[src/rtl/irq_regs_pkg.sv]
// register map, bit positions and reset values of the peripheral interrupt block
package irq_regs_pkg;
  localparam logic [7:0] OFF_EN_A      = 8'h00;
  localparam logic [7:0] OFF_EN_B      = 8'h04;
  localparam logic [7:0] OFF_REQ_A     = 8'h08;
  localparam logic [7:0] OFF_REQ_B     = 8'h0c;
  localparam logic [7:0] OFF_CORE_CTRL = 8'h10;
  localparam logic [7:0] OFF_STATUS    = 8'h14;
  localparam logic [7:0] OFF_CLEAR     = 8'h18;
  localparam logic [7:0] OFF_IRQ_EN    = 8'h1c;

  localparam int BIT_T1_GATE  = 7;
  localparam int BIT_ADC      = 6;
  localparam int BIT_RX       = 5;
  localparam int BIT_TX       = 4;
  localparam int BIT_T1_OVF   = 0;
  localparam int BIT_LCD      = 2;
  localparam int BIT_GIE      = 7;
  localparam int BIT_PERIPH_GROUP_ENABLE     = 6;
  localparam int BIT_BUS_ERR  = 1;

  localparam logic [7:0]  MASK_A      = 8'hf1;
  localparam logic [7:0]  MASK_B      = 8'h04;
  localparam logic [7:0]  MASK_CTRL   = 8'hc0;
  localparam logic [7:0]  MASK_STATUS = 8'hf7;
  localparam logic [7:0]  RESET_BYTE  = 8'h00;
  localparam logic [31:0] RESET_WORD  = 32'h0000_0000;
endpackage : irq_regs_pkg

[src/rtl/reg_access_if.sv]
// carrier between the bus front end and the interrupt register file
interface reg_access_if;
  logic       take_wr;
  logic       bad_access;
  logic [7:0] addr;
  logic [7:0] wdata;
  logic [7:0] rdata;
  logic       hit;

  modport front (
    output take_wr,
    output bad_access,
    output addr,
    output wdata,
    input  rdata,
    input  hit
  );
  modport regs (
    input  take_wr,
    input  bad_access,
    input  addr,
    input  wdata,
    output rdata,
    output hit
  );
endinterface : reg_access_if
[src/rtl/apb_reg_front.sv]
// apb slave front end: one wait-free access phase, registered answer
module apb_reg_front (
  input  wire logic        pclk,
  input  wire logic        presetn,
  input  wire logic        psel,
  input  wire logic        penable,
  input  wire logic        pwrite,
  input  wire logic [7:0]  paddr,
  input  wire logic [31:0] pwdata,
  output logic      [31:0] prdata,
  output logic             pready,
  output logic             pslverr,
  reg_access_if.front      bus
);
  typedef struct packed {
    logic [31:0] rdata;
    logic        ready;
    logic        err;
  } front_state_type;

  front_state_type s_r;
  front_state_type s_nxt;
  logic            setup;
  logic            commit;

  assign setup          = psel && !penable;
  assign commit         = psel && penable && s_r.ready;
  assign bus.addr       = paddr;
  assign bus.wdata      = pwdata[7:0];
  // the access completes at the edge that sees pready, never earlier
  assign bus.take_wr    = commit && pwrite && !s_r.err;
  assign bus.bad_access = commit && s_r.err;

  always_comb begin
    s_nxt       = s_r;
    s_nxt.ready = setup;
    if (setup) begin
      s_nxt.err   = !bus.hit;
      s_nxt.rdata = (pwrite || !bus.hit) ? irq_regs_pkg::RESET_WORD : {24'h00_0000, bus.rdata};
    end else if (commit) begin
      s_nxt.err = 1'b0;
    end
  end

  always_ff @(posedge pclk or negedge presetn) begin
    if (!presetn) begin
      s_r <= '0;
    end else begin
      s_r <= s_nxt;
    end
  end

  assign prdata  = s_r.rdata;
  assign pready  = s_r.ready;
  assign pslverr = s_r.err;
endmodule : apb_reg_front

[src/rtl/flag_bank.sv]
// eight sticky flags: hardware set wins over a software load or clear
module flag_bank (
  input  wire logic       pclk,
  input  wire logic       presetn,
  input  wire logic [7:0] impl_mask,
  input  wire logic [7:0] set_vec,
  input  wire logic       wr_en,
  input  wire logic       clr_mode,
  input  wire logic [7:0] wr_data,
  output logic      [7:0] q
);
  typedef struct packed {
    logic [7:0] flags;
  } bank_state_type;

  bank_state_type s_r;
  bank_state_type s_nxt;
  logic [7:0]     base;

  always_comb begin
    base = s_r.flags;
    if (wr_en) begin
      base = clr_mode ? (s_r.flags & ~wr_data) : wr_data;
    end
    // unimplemented positions never hold a one
    s_nxt.flags = (base | set_vec) & impl_mask;
  end

  always_ff @(posedge pclk or negedge presetn) begin
    if (!presetn) begin
      s_r <= '0;
    end else begin
      s_r <= s_nxt;
    end
  end

  assign q = s_r.flags;
endmodule : flag_bank

[src/rtl/periph_irq_ctrl.sv]
// peripheral interrupt enable and request registers with core request gating
// Notes on behaviour
// - no core request without peripheral group enable
// - flags set on events regardless of enables
// - enable a bit7 timer1 gate, bit0 overflow
// - enable a bit6 adc, bit5 rx, bit4 tx
// - bits 3..1 of enable a, request a read zero
// - enable b: only bit2 lcd, rest zero
// - request a mirrors enable a layout
// - request b: only bit2 lcd flag
// - flag one means pending, zero none
// - implemented bits read/write, reset to zero
// - global enable clear blocks, pending kept for later
module periph_irq_ctrl (
  input  wire logic        pclk,
  input  wire logic        presetn,
  input  wire logic        psel,
  input  wire logic        penable,
  input  wire logic        pwrite,
  input  wire logic [7:0]  paddr,
  input  wire logic [31:0] pwdata,
  output logic      [31:0] prdata,
  output logic             pready,
  output logic             pslverr,
  input  wire logic        timer1_gate_event,
  input  wire logic        adc_event,
  input  wire logic        serial_rx_event,
  input  wire logic        serial_tx_event,
  input  wire logic        timer1_overflow_event,
  input  wire logic        lcd_event,
  output logic             periph_irq_req,
  output logic             irq
);
  typedef struct packed {
    logic [7:0] en_a;
    logic [7:0] en_b;
    logic [7:0] ctrl;
    logic [7:0] irq_en;
    logic       req;
    logic       irq;
  } ctrl_state_type;

  ctrl_state_type s_r;
  ctrl_state_type s_nxt;
  reg_access_if   bus ();

  logic [7:0] req_a_q;
  logic [7:0] req_b_q;
  logic [7:0] status_q;
  logic [7:0] set_a;
  logic [7:0] set_b;
  logic [7:0] set_status;
  logic       wr_req_a;
  logic       wr_req_b;
  logic       wr_clear;
  logic       global_irq_enable;
  logic       periph_group_enable;
  logic       any_pending;

  apb_reg_front u_front (
    .pclk    (pclk),
    .presetn (presetn),
    .psel    (psel),
    .penable (penable),
    .pwrite  (pwrite),
    .paddr   (paddr),
    .pwdata  (pwdata),
    .prdata  (prdata),
    .pready  (pready),
    .pslverr (pslverr),
    .bus     (bus.front)
  );

  // peripheral events land in their flag positions whatever the enables hold
  always_comb begin
    set_a                             = 8'h00;
    set_b                             = 8'h00;
    set_a[irq_regs_pkg::BIT_T1_GATE]  = timer1_gate_event;
    set_a[irq_regs_pkg::BIT_ADC]      = adc_event;
    set_a[irq_regs_pkg::BIT_RX]       = serial_rx_event;
    set_a[irq_regs_pkg::BIT_TX]       = serial_tx_event;
    set_a[irq_regs_pkg::BIT_T1_OVF]   = timer1_overflow_event;
    set_b[irq_regs_pkg::BIT_LCD]      = lcd_event;
    set_status                        = set_a | set_b;
    set_status[irq_regs_pkg::BIT_BUS_ERR] = bus.bad_access;
  end

  assign wr_req_a = bus.take_wr && (bus.addr == irq_regs_pkg::OFF_REQ_A);
  assign wr_req_b = bus.take_wr && (bus.addr == irq_regs_pkg::OFF_REQ_B);
  assign wr_clear = bus.take_wr && (bus.addr == irq_regs_pkg::OFF_CLEAR);

  // masks keep unimplemented request bits at zero
  flag_bank u_req_a (
    .pclk      (pclk),
    .presetn   (presetn),
    .impl_mask (irq_regs_pkg::MASK_A),
    .set_vec   (set_a),
    .wr_en     (wr_req_a),
    .clr_mode  (1'b0),
    .wr_data   (bus.wdata),
    .q         (req_a_q)
  );

  flag_bank u_req_b (
    .pclk      (pclk),
    .presetn   (presetn),
    .impl_mask (irq_regs_pkg::MASK_B),
    .set_vec   (set_b),
    .wr_en     (wr_req_b),
    .clr_mode  (1'b0),
    .wr_data   (bus.wdata),
    .q         (req_b_q)
  );

  // sticky event status, cleared by writing ones to the clear register
  flag_bank u_status (
    .pclk      (pclk),
    .presetn   (presetn),
    .impl_mask (irq_regs_pkg::MASK_STATUS),
    .set_vec   (set_status),
    .wr_en     (wr_clear),
    .clr_mode  (1'b1),
    .wr_data   (bus.wdata),
    .q         (status_q)
  );

  assign global_irq_enable         = s_r.ctrl[irq_regs_pkg::BIT_GIE];
  assign periph_group_enable        = s_r.ctrl[irq_regs_pkg::BIT_PERIPH_GROUP_ENABLE];
  assign any_pending = |((req_a_q & s_r.en_a) | (req_b_q & s_r.en_b));

  always_comb begin
    bus.hit   = 1'b1;
    bus.rdata = 8'h00;
    unique case (bus.addr)
      irq_regs_pkg::OFF_EN_A:      bus.rdata = s_r.en_a;
      irq_regs_pkg::OFF_EN_B:      bus.rdata = s_r.en_b;
      irq_regs_pkg::OFF_REQ_A:     bus.rdata = req_a_q;
      irq_regs_pkg::OFF_REQ_B:     bus.rdata = req_b_q;
      irq_regs_pkg::OFF_CORE_CTRL: bus.rdata = s_r.ctrl;
      irq_regs_pkg::OFF_STATUS:    bus.rdata = status_q;
      irq_regs_pkg::OFF_CLEAR:     bus.rdata = 8'h00;
      irq_regs_pkg::OFF_IRQ_EN:    bus.rdata = s_r.irq_en;
      default:                     bus.hit   = 1'b0;
    endcase
  end

  always_comb begin
    s_nxt = s_r;
    if (bus.take_wr) begin
      unique case (bus.addr)
        irq_regs_pkg::OFF_EN_A:      s_nxt.en_a   = bus.wdata & irq_regs_pkg::MASK_A;
        irq_regs_pkg::OFF_EN_B:      s_nxt.en_b   = bus.wdata & irq_regs_pkg::MASK_B;
        irq_regs_pkg::OFF_CORE_CTRL: s_nxt.ctrl   = bus.wdata & irq_regs_pkg::MASK_CTRL;
        irq_regs_pkg::OFF_IRQ_EN:    s_nxt.irq_en = bus.wdata & irq_regs_pkg::MASK_STATUS;
        default:                     s_nxt.ctrl   = s_r.ctrl;
      endcase
    end
    // flags stay pending while gated, so a later enable still raises the request
    s_nxt.req = global_irq_enable && periph_group_enable && any_pending;
    s_nxt.irq = |(status_q & s_r.irq_en);
  end

  always_ff @(posedge pclk or negedge presetn) begin
    if (!presetn) begin
      s_r <= '0;
    end else begin
      s_r <= s_nxt;
    end
  end

  assign periph_irq_req = s_r.req;
  assign irq            = s_r.irq;

  a_group_gate: assert property (
    @(posedge pclk) disable iff (!presetn)
    !periph_group_enable |=> !periph_irq_req
  ) else $error("core request raised with group enable clear");

  a_flag_set_free: assert property (
    @(posedge pclk) disable iff (!presetn)
    (timer1_gate_event && !wr_req_a) |=> req_a_q[irq_regs_pkg::BIT_T1_GATE]
  ) else $error("gate event did not set its flag");

  a_enable_write: assert property (
    @(posedge pclk) disable iff (!presetn)
    (bus.take_wr && bus.addr == irq_regs_pkg::OFF_EN_A)
      |=> s_r.en_a == ($past(bus.wdata) & irq_regs_pkg::MASK_A)
  ) else $error("enable a write not stored");

  a_adc_flag: assert property (
    @(posedge pclk) disable iff (!presetn)
    adc_event |=> req_a_q[irq_regs_pkg::BIT_ADC]
  ) else $error("adc event lost");

  a_unimpl_a_zero: assert property (
    @(posedge pclk) disable iff (!presetn)
    req_a_q[3:1] == 3'b000 && s_r.en_a[3:1] == 3'b000
  ) else $error("unimplemented bit of bank a set");

  a_enable_b_only: assert property (
    @(posedge pclk) disable iff (!presetn)
    (s_r.en_b & 8'hfb) == 8'h00
  ) else $error("enable b holds an unimplemented bit");

  a_request_b_only: assert property (
    @(posedge pclk) disable iff (!presetn)
    (req_b_q & 8'hfb) == 8'h00
  ) else $error("request b holds an unimplemented bit");

  a_pending_read: assert property (
    @(posedge pclk) disable iff (!presetn)
    (psel && !penable && !pwrite && paddr == irq_regs_pkg::OFF_REQ_A)
      |=> prdata == {24'h00_0000, $past(req_a_q)}
  ) else $error("request a read back wrong");

  a_reset_zero: assert property (
    @(posedge pclk) disable iff (!presetn)
    $past(!presetn) |-> (s_r.en_a == 8'h00 && s_r.en_b == 8'h00 && !periph_irq_req)
  ) else $error("enables not zero after reset");

  a_global_hold: assert property (
    @(posedge pclk) disable iff (!presetn)
    // a software write may legally drop flags, so only untouched cycles are held
    (!global_irq_enable && any_pending && !wr_req_a && !wr_req_b)
      |=> (!periph_irq_req && (|(req_a_q | req_b_q)))
  ) else $error("request taken or lost while global enable clear");

  a_combined_req: assert property (
    @(posedge pclk) disable iff (!presetn)
    (global_irq_enable && periph_group_enable && any_pending) |=> periph_irq_req
  ) else $error("gated request missing");
endmodule : periph_irq_ctrl

[config.mk]
export PLATFORM = sky130hd
export DESIGN_NAME = periph_irq_ctrl
export DESIGN_NICKNAME = d
export VERILOG_FILES = /design/src/rtl/irq_regs_pkg.sv /design/src/rtl/reg_access_if.sv /design/src/rtl/apb_reg_front.sv /design/src/rtl/flag_bank.sv /design/src/rtl/periph_irq_ctrl.sv
export SDC_FILE = /design/constraint.sdc
export NUM_CORES = 1
export LEC_CHECK = 0
export BUFFER_PORTS_ARGS = -buffer_cell sky130_fd_sc_hd__buf_4
export CAP_MARGIN = 25
export CORE_MARGIN = 1
export CORE_UTILIZATION = 59
export CTS_BUF_LIST = sky130_fd_sc_hd__clkbuf_8
export DETAILED_ROUTE_END_ITERATION = 6
export PLACE_DENSITY_LB_ADDON = 0.3
export SYNTH_ARGS = -nofsm -noshare
export SYNTH_HDL_FRONTEND = slang
export SYNTH_HIERARCHICAL = 1
export SYNTH_SLANG_ARGS = --single-unit
[constraint.sdc]
create_clock -name pclk -period 3.4 [get_ports pclk]
set_clock_uncertainty 0.15 [all_clocks]
set_input_delay 0.17 -clock pclk [delete_from_list [all_inputs] [get_ports pclk]]
set_output_delay 0.17 -clock pclk [all_outputs]
set_load 0.005 [all_outputs]
# After elaboration in Yosys (flattened, before gate mapping)
# Index checks and enable logic that the tools add are counted.
word_totals:
  reg_bits: 64
  latch_bits: 0
  ramBits: 0
  rom_bits: 0
  inputBits: 51
  output_inout_bits: 36
  wordCells: 61
  mem_count: 0
classes:
  n_addsub: 0
  mul: 0
  div: 0
  order_cmp: 0
  n_eq_ne: 7
  shift: 0
  mux: 8
  bitwise: 10
  reduce_logical: 24
ops:
  columns: ["operator", "n"]
  rows:
  - ["$pmux W8 S7", 1]
  - ["$eq A8 B5 Y1 const B", 4]
  - ["$and A8 B8 Y8", 3]
  - ["$mux W8", 3]
  - ["$reduce_or A8 Y1", 3]
  - ["$eq A8 B4 Y1 const B", 2]
  - ["$or A8 B3 Y8", 2]
  - ["$or A8 B8 Y8", 2]
  - ["$logic_and A1 B1 Y1", 11]
  - ["$eq A8 B3 Y1 const B", 1]
  - ["$logic_not A8 Y1", 1]
  - ["$not A8 Y8", 1]
  - ["$reduce_and A2 Y1", 4]
  - ["$and A3 B3 Y3", 1]
  - ["$logic_not A1 Y1", 3]
  - ["$mux W1", 3]
  - ["$mux W3", 1]
  - ["$or A3 B3 Y3", 1]
  - ["$reduce_bool A2 Y1", 1]
  - ["$logic_or A1 B1 Y1", 1]

# Depth between registers and ports, before layout
logic_depth:
  word_depth: 7
  ltp_mapped: 10
  ltp_nobuf: 8

# Cells and area by module
# The synthesis kept the hierarchy.
by_module_without_submodules:
  columns: ["mod", "instances", "cells_per_inst", "area_each_um2", "seq_area_each_um2"]
  rows:
  - ["flag_bank", 3, 43, 414.1, 200.2]
  - ["periph_irq_ctrl", 1, 119, 1177.4, 425.4]
  - ["apb_reg_front", 1, 70, 703.2, 250.2]

# Worst setup path before layout
# No wires, ideal clock.
synth_path:
  path_kind: "reg-to-reg"
  from: "register u_front.s_r, in the netlist u_front/pready"
  to: "register u_req_b.s_r, in the netlist u_req_b/q[2]"
  setup_time_ns: 0.078
  arrival_ns: 1.755
  t_required_ns: 3.172
  slack_ns: 1.417
  path_stages_with_launch: 9
  path_buffers: 1
  synth_period_minus_slack_ns: 1.983
  cell_sequence: "dfrtp_1 nand3_1 nor3b_1 nand3_1 nor2_1 nor2b_2 buf_6 a21oi_1 a21boi_1"
synth_lines:
  columns: ["item", "line_no", "text"]
  rows:
  - ["start: declaration", "apb_reg_front.sv:21", "front_state_type s_r;"]
  - ["start signal: assignment", "apb_reg_front.sv:49", "s_r <= s_nxt;"]
  - ["end signal: assignment", "flag_bank.sv:33", "s_r <= s_nxt;"]
  - ["end: declaration", "flag_bank.sv:16", "bank_state_type s_r;"]

==> flow_summary_export.csv <==
group,metric,value,unit
clocking,cts_buffer_count,5,
timing,finalWorstPathRequiredPeriod,2.55,ns
route,route.vias.total,2468,
synthesis,synth.top_cell.area_share,40.9,%
synthesis,ys.warnings.count,6,
clocking,clk_latency,0.31,ns
setup_path,critical_path_required,3.49,ns
synthesis,synth.yosys.seq_area_share,40.9,%
global_routing,grt_antenna_before_repair,0,
die,floorplan.die_area,5590,um^2
clocking,cts_clock_pin_slew_for_the_worst_setup_and_hold_paths,0.09,ns
die,core_area,5110,um^2
setup_path,path_max_fanout,8,
placed_design,detailedPlacementHpwl,4970,um
synthesis,synth_top_cell_by_area,"dfrtp_1",
route,routed_wirelength,7050,um
synthesis,synth-async-reset-ratio,100,%
outcome,status,"complete, no violations",
power_and_ir_drop,cellLeakagePower,1.76,nW
synthesis,synth_most_common_cell,"dfrtp_1",
setup_path,cp_data_arrival_time,2.64,ns
setup_path,worst_r2r_endpoint,"u_req_a/q[5]$_DFF_PN0_",
clocking,postCtsResizedCells,0,
timing,max_clk_rate,393,MHz
route,drt_first_pass_iters,5,
setup_path,path_class,"flip-flop to flip-flop",
die,die_w,74.8,um
timing,finalSetupViolCount,0,
final_layout,drive_above_1_share,18.3,%
die,num_io_pins,87,
timing,unrepaired_setup_endpoints_after_global_routing,"false",
clocking,cts_hold_buf,8,
synthesis,synth_flop_cell,"dfrtp_1",
min_path,worstHoldPathCells,2,
final_layout,layout.filler_cells,405,
global_routing,grtUsageTotal,27.6,%
route,avgRoutedWirePerCell,14.9,um
global_routing,first_global_vias,2377,
synthesis,synth.area.top_cells,"dfrtp_1 41%, buf_4 9.6%, mux2_2 6.1%, a21boi_1 5.8%, nor2b_1 5.0%",
clocking,cts_root_buffer,"clkbuf_8",
power_and_ir_drop,pwr-share-clk,34.3,%
setup_path,critical_path.reg2reg.startpoint,"u_front/pready$_DFF_PN0_",
power_and_ir_drop,power_density,336,nW/um^2
route,drc_violations_left,0,
final_layout,flow.area_growth_from_synthesis,15.9,%
global_routing,globalRouteMet2Util,44.7,%
final_layout,final_nets,455,
global_routing,globalRouteOverflowTotal,0,
synthesis,register_bit_total_from_synthesis,51,
synthesis,netlist_area_before_placement,3120,um^2
final_layout,antenna_cells,0,
placed_design,postPlaceCellArea,3440,um^2
synthesis,synthesis.area_per_instance,9.82,um^2
placed_design,io_buffers,38,
global_routing,grt_util_met1,36.2,%
setup_path,worst-r2r-setup-slack,0.85,ns
synthesis,synth_cells,318,
setup_path,start_kind,"flip-flop",
power_and_ir_drop,internal_power,908,uW
power_and_ir_drop,switching_share,25.3,%
timing,setup_total_negative_slack,0,ns
synthesis,synth_enable_flop_cells,0,
synthesis,synth_cell_type_count,42,
final_layout,area_of_all_placed_cells_without_fillers,3620,um^2
clocking,cts-root-to-sink-buffers,2,
global_routing,global_route_wire_length_before_repair,11300,um
route,drtAntennaViolNets,0,
power_and_ir_drop,vdd_ir_drop_max,0.000190,V
power_and_ir_drop,total_switching_power,307,uW
route,detail_route.vias_per_cell,5.21,
timing,slew_headroom,50.5,%
timing,layout_worst_path_cycle_share,74.9,%
global_routing,peak_usage_layer_in_the_global_routing_report,"met2",
flow_run,max_cap_check_violation_count,0,
power_and_ir_drop,pwr-share-comb,12.7,%
die,die_h,74.8,um
die,start_util,61.1,%
route,starting_drt_drc_count,263,
global_routing,pin_count_of_the_biggest_net_entering_global_routing,52,
min_path,timing.hold.worst.start,"pwdata[0]",
clocking,numClockSinks,51,
power_and_ir_drop,power.share.sequential,53.0,%
min_path,hold_crit_endpoint,"s_r[2]$_DFFE_PN0P_",
synthesis,synthTopCellsByCount,"51 x dfrtp_1, 40 x buf_4, 31 x o21ai_0, 26 x a21oi_1, 25 x nor2b_1",
clocking,post-cts-setup-buffer-count,0,
setup_path,worst_setup_path_end_kind,"flip-flop",
die,placementRows,26,
setup_path,r2r.worst_path.cells,7,
timing,worstMarginPinSlew,0.741,ns
placed_design,final_replace_weighted_congestion,0.897,
timing,drv_slew,0,
min_path,timing.hold.worst.class,"input port to flip-flop",
timing,final_hold_viol_count,0,
global_routing,grt.met3_usage,5.62,%
clocking,ctsHtreeMaxLevel,2,
clocking,tritoncts,"built",
cells by family after synthesis:
family	share of synthesized area [%]
AOI/OAI and AO/OA	21.8
buffers and inverters	13.1
DFF	40.9
muxes	8.05
other	0.361
and+or+nand+nor	15.8
layout by cell type, fill, tap and decap left out, types with 2 or more instances in the layout:
cell type       n
nand3_1        11
dfrtp_1        51
mux2i_1         6
nor3_2          2
inv_1           9
conb_1         86
nor2b_1        25
o21ai_0        31
a22oi_1        10
a22o_1          9
nor2b_2         3
clkbuf_8        5
a21boi_1       24
a21oi_1        26
nand2_1        11
buf_4          39
nor2_1          8
mux2_2         17
dlygate4sd3_1   8
metrics by stage:
step | instances | setup WS, ns | hold slack, ns | power (mW) | util (%)
final | 474 | 0.853 | 0.0109 | 1.22 | 70.8
after global routing | 474 | 0.725 | 0.00639 | 1.26 | 70.8
after CTS | 474 | 0.918 | 0.00493 | 1.21 | 70.8
after detailed placement | 459 | 0.943 | 0.0881 | 0.799 | 67.3
after global placement | 459 | 0.978 | 0.0845 | 0.793 | 67.3
after floorplan | 401 | 1.42 | -0.276 | 0.774 | -
worst max-delay path: stages, from the launching register on:
cell and delay, ns:
dfrtp_1 0.38, nand3_1 0.11, nor3b_1 0.63, nand4b_1 0.23
nor2_1 0.17, nor2b_2 0.51, a21oi_1 0.14, a21boi_1 0.17
per-layer routing:
metal,up-vias,wire length [um]
met2,119,3350
met5,-,0
met4,0,277
li1,1179,-
met1,1151,2980
met3,19,445
power groups by stage:
stage / combinational, mW / sequential [mW] / clock [mW]
5_1_grt: 0.178 / 0.647 / 0.439
3_5_place_dp: 0.143 / 0.656 / 0
2_1_floorplan: 0.125 / 0.650 / 0
3_3_place_gp: 0.139 / 0.655 / 0
6_report: 0.155 / 0.644 / 0.417
4_1_cts: 0.151 / 0.644 / 0.417
how the worst max path moves through the flow:
stage,start,slack [ns],end,depth (start not counted)
floorplan,u_front/pready$_DFF_PN0_,1.42,u_req_b/q[2]$_DFF_PN0_,8
global placement,u_front/pready$_DFF_PN0_,0.98,u_req_a/q[7]$_DFF_PN0_,7
detailed placement,u_front/pready$_DFF_PN0_,0.94,u_req_a/q[5]$_DFF_PN0_,7
CTS,u_front/pready$_DFF_PN0_,0.92,u_req_a/q[7]$_DFF_PN0_,7
global route,u_front/pready$_DFF_PN0_,0.72,u_req_a/q[6]$_DFF_PN0_,7
finish,u_front/pready$_DFF_PN0_,0.85,u_req_a/q[5]$_DFF_PN0_,7
layout make-up:
class                           instances  area, um^2  share of cell area (%)
Clock buffer                            5        68.8                    1.90
Clock inverter                          2        33.8                   0.934
Inverter                                8        30.0                   0.830
Multi-Input combinational cell        291        1750                    48.3
Sequential cell                        51        1280                    35.3
Tap cell                               70        87.6                    2.42
Timing Repair Buffer                   47         373                    10.3
state kept, by name, indices dropped and copies added, names as in the netlist:
signal	cells
u_req_b/q	8
irq	1
periph_irq_req	1
u_front/prdata	8
u_front/pready	1
u_req_a/q	8
periph_group_enable	1
u_status/q	8
s_r	13
global_irq_enable	1
u_front/pslverr	1
Note: power is estimated with default switching activity, not from simulation.
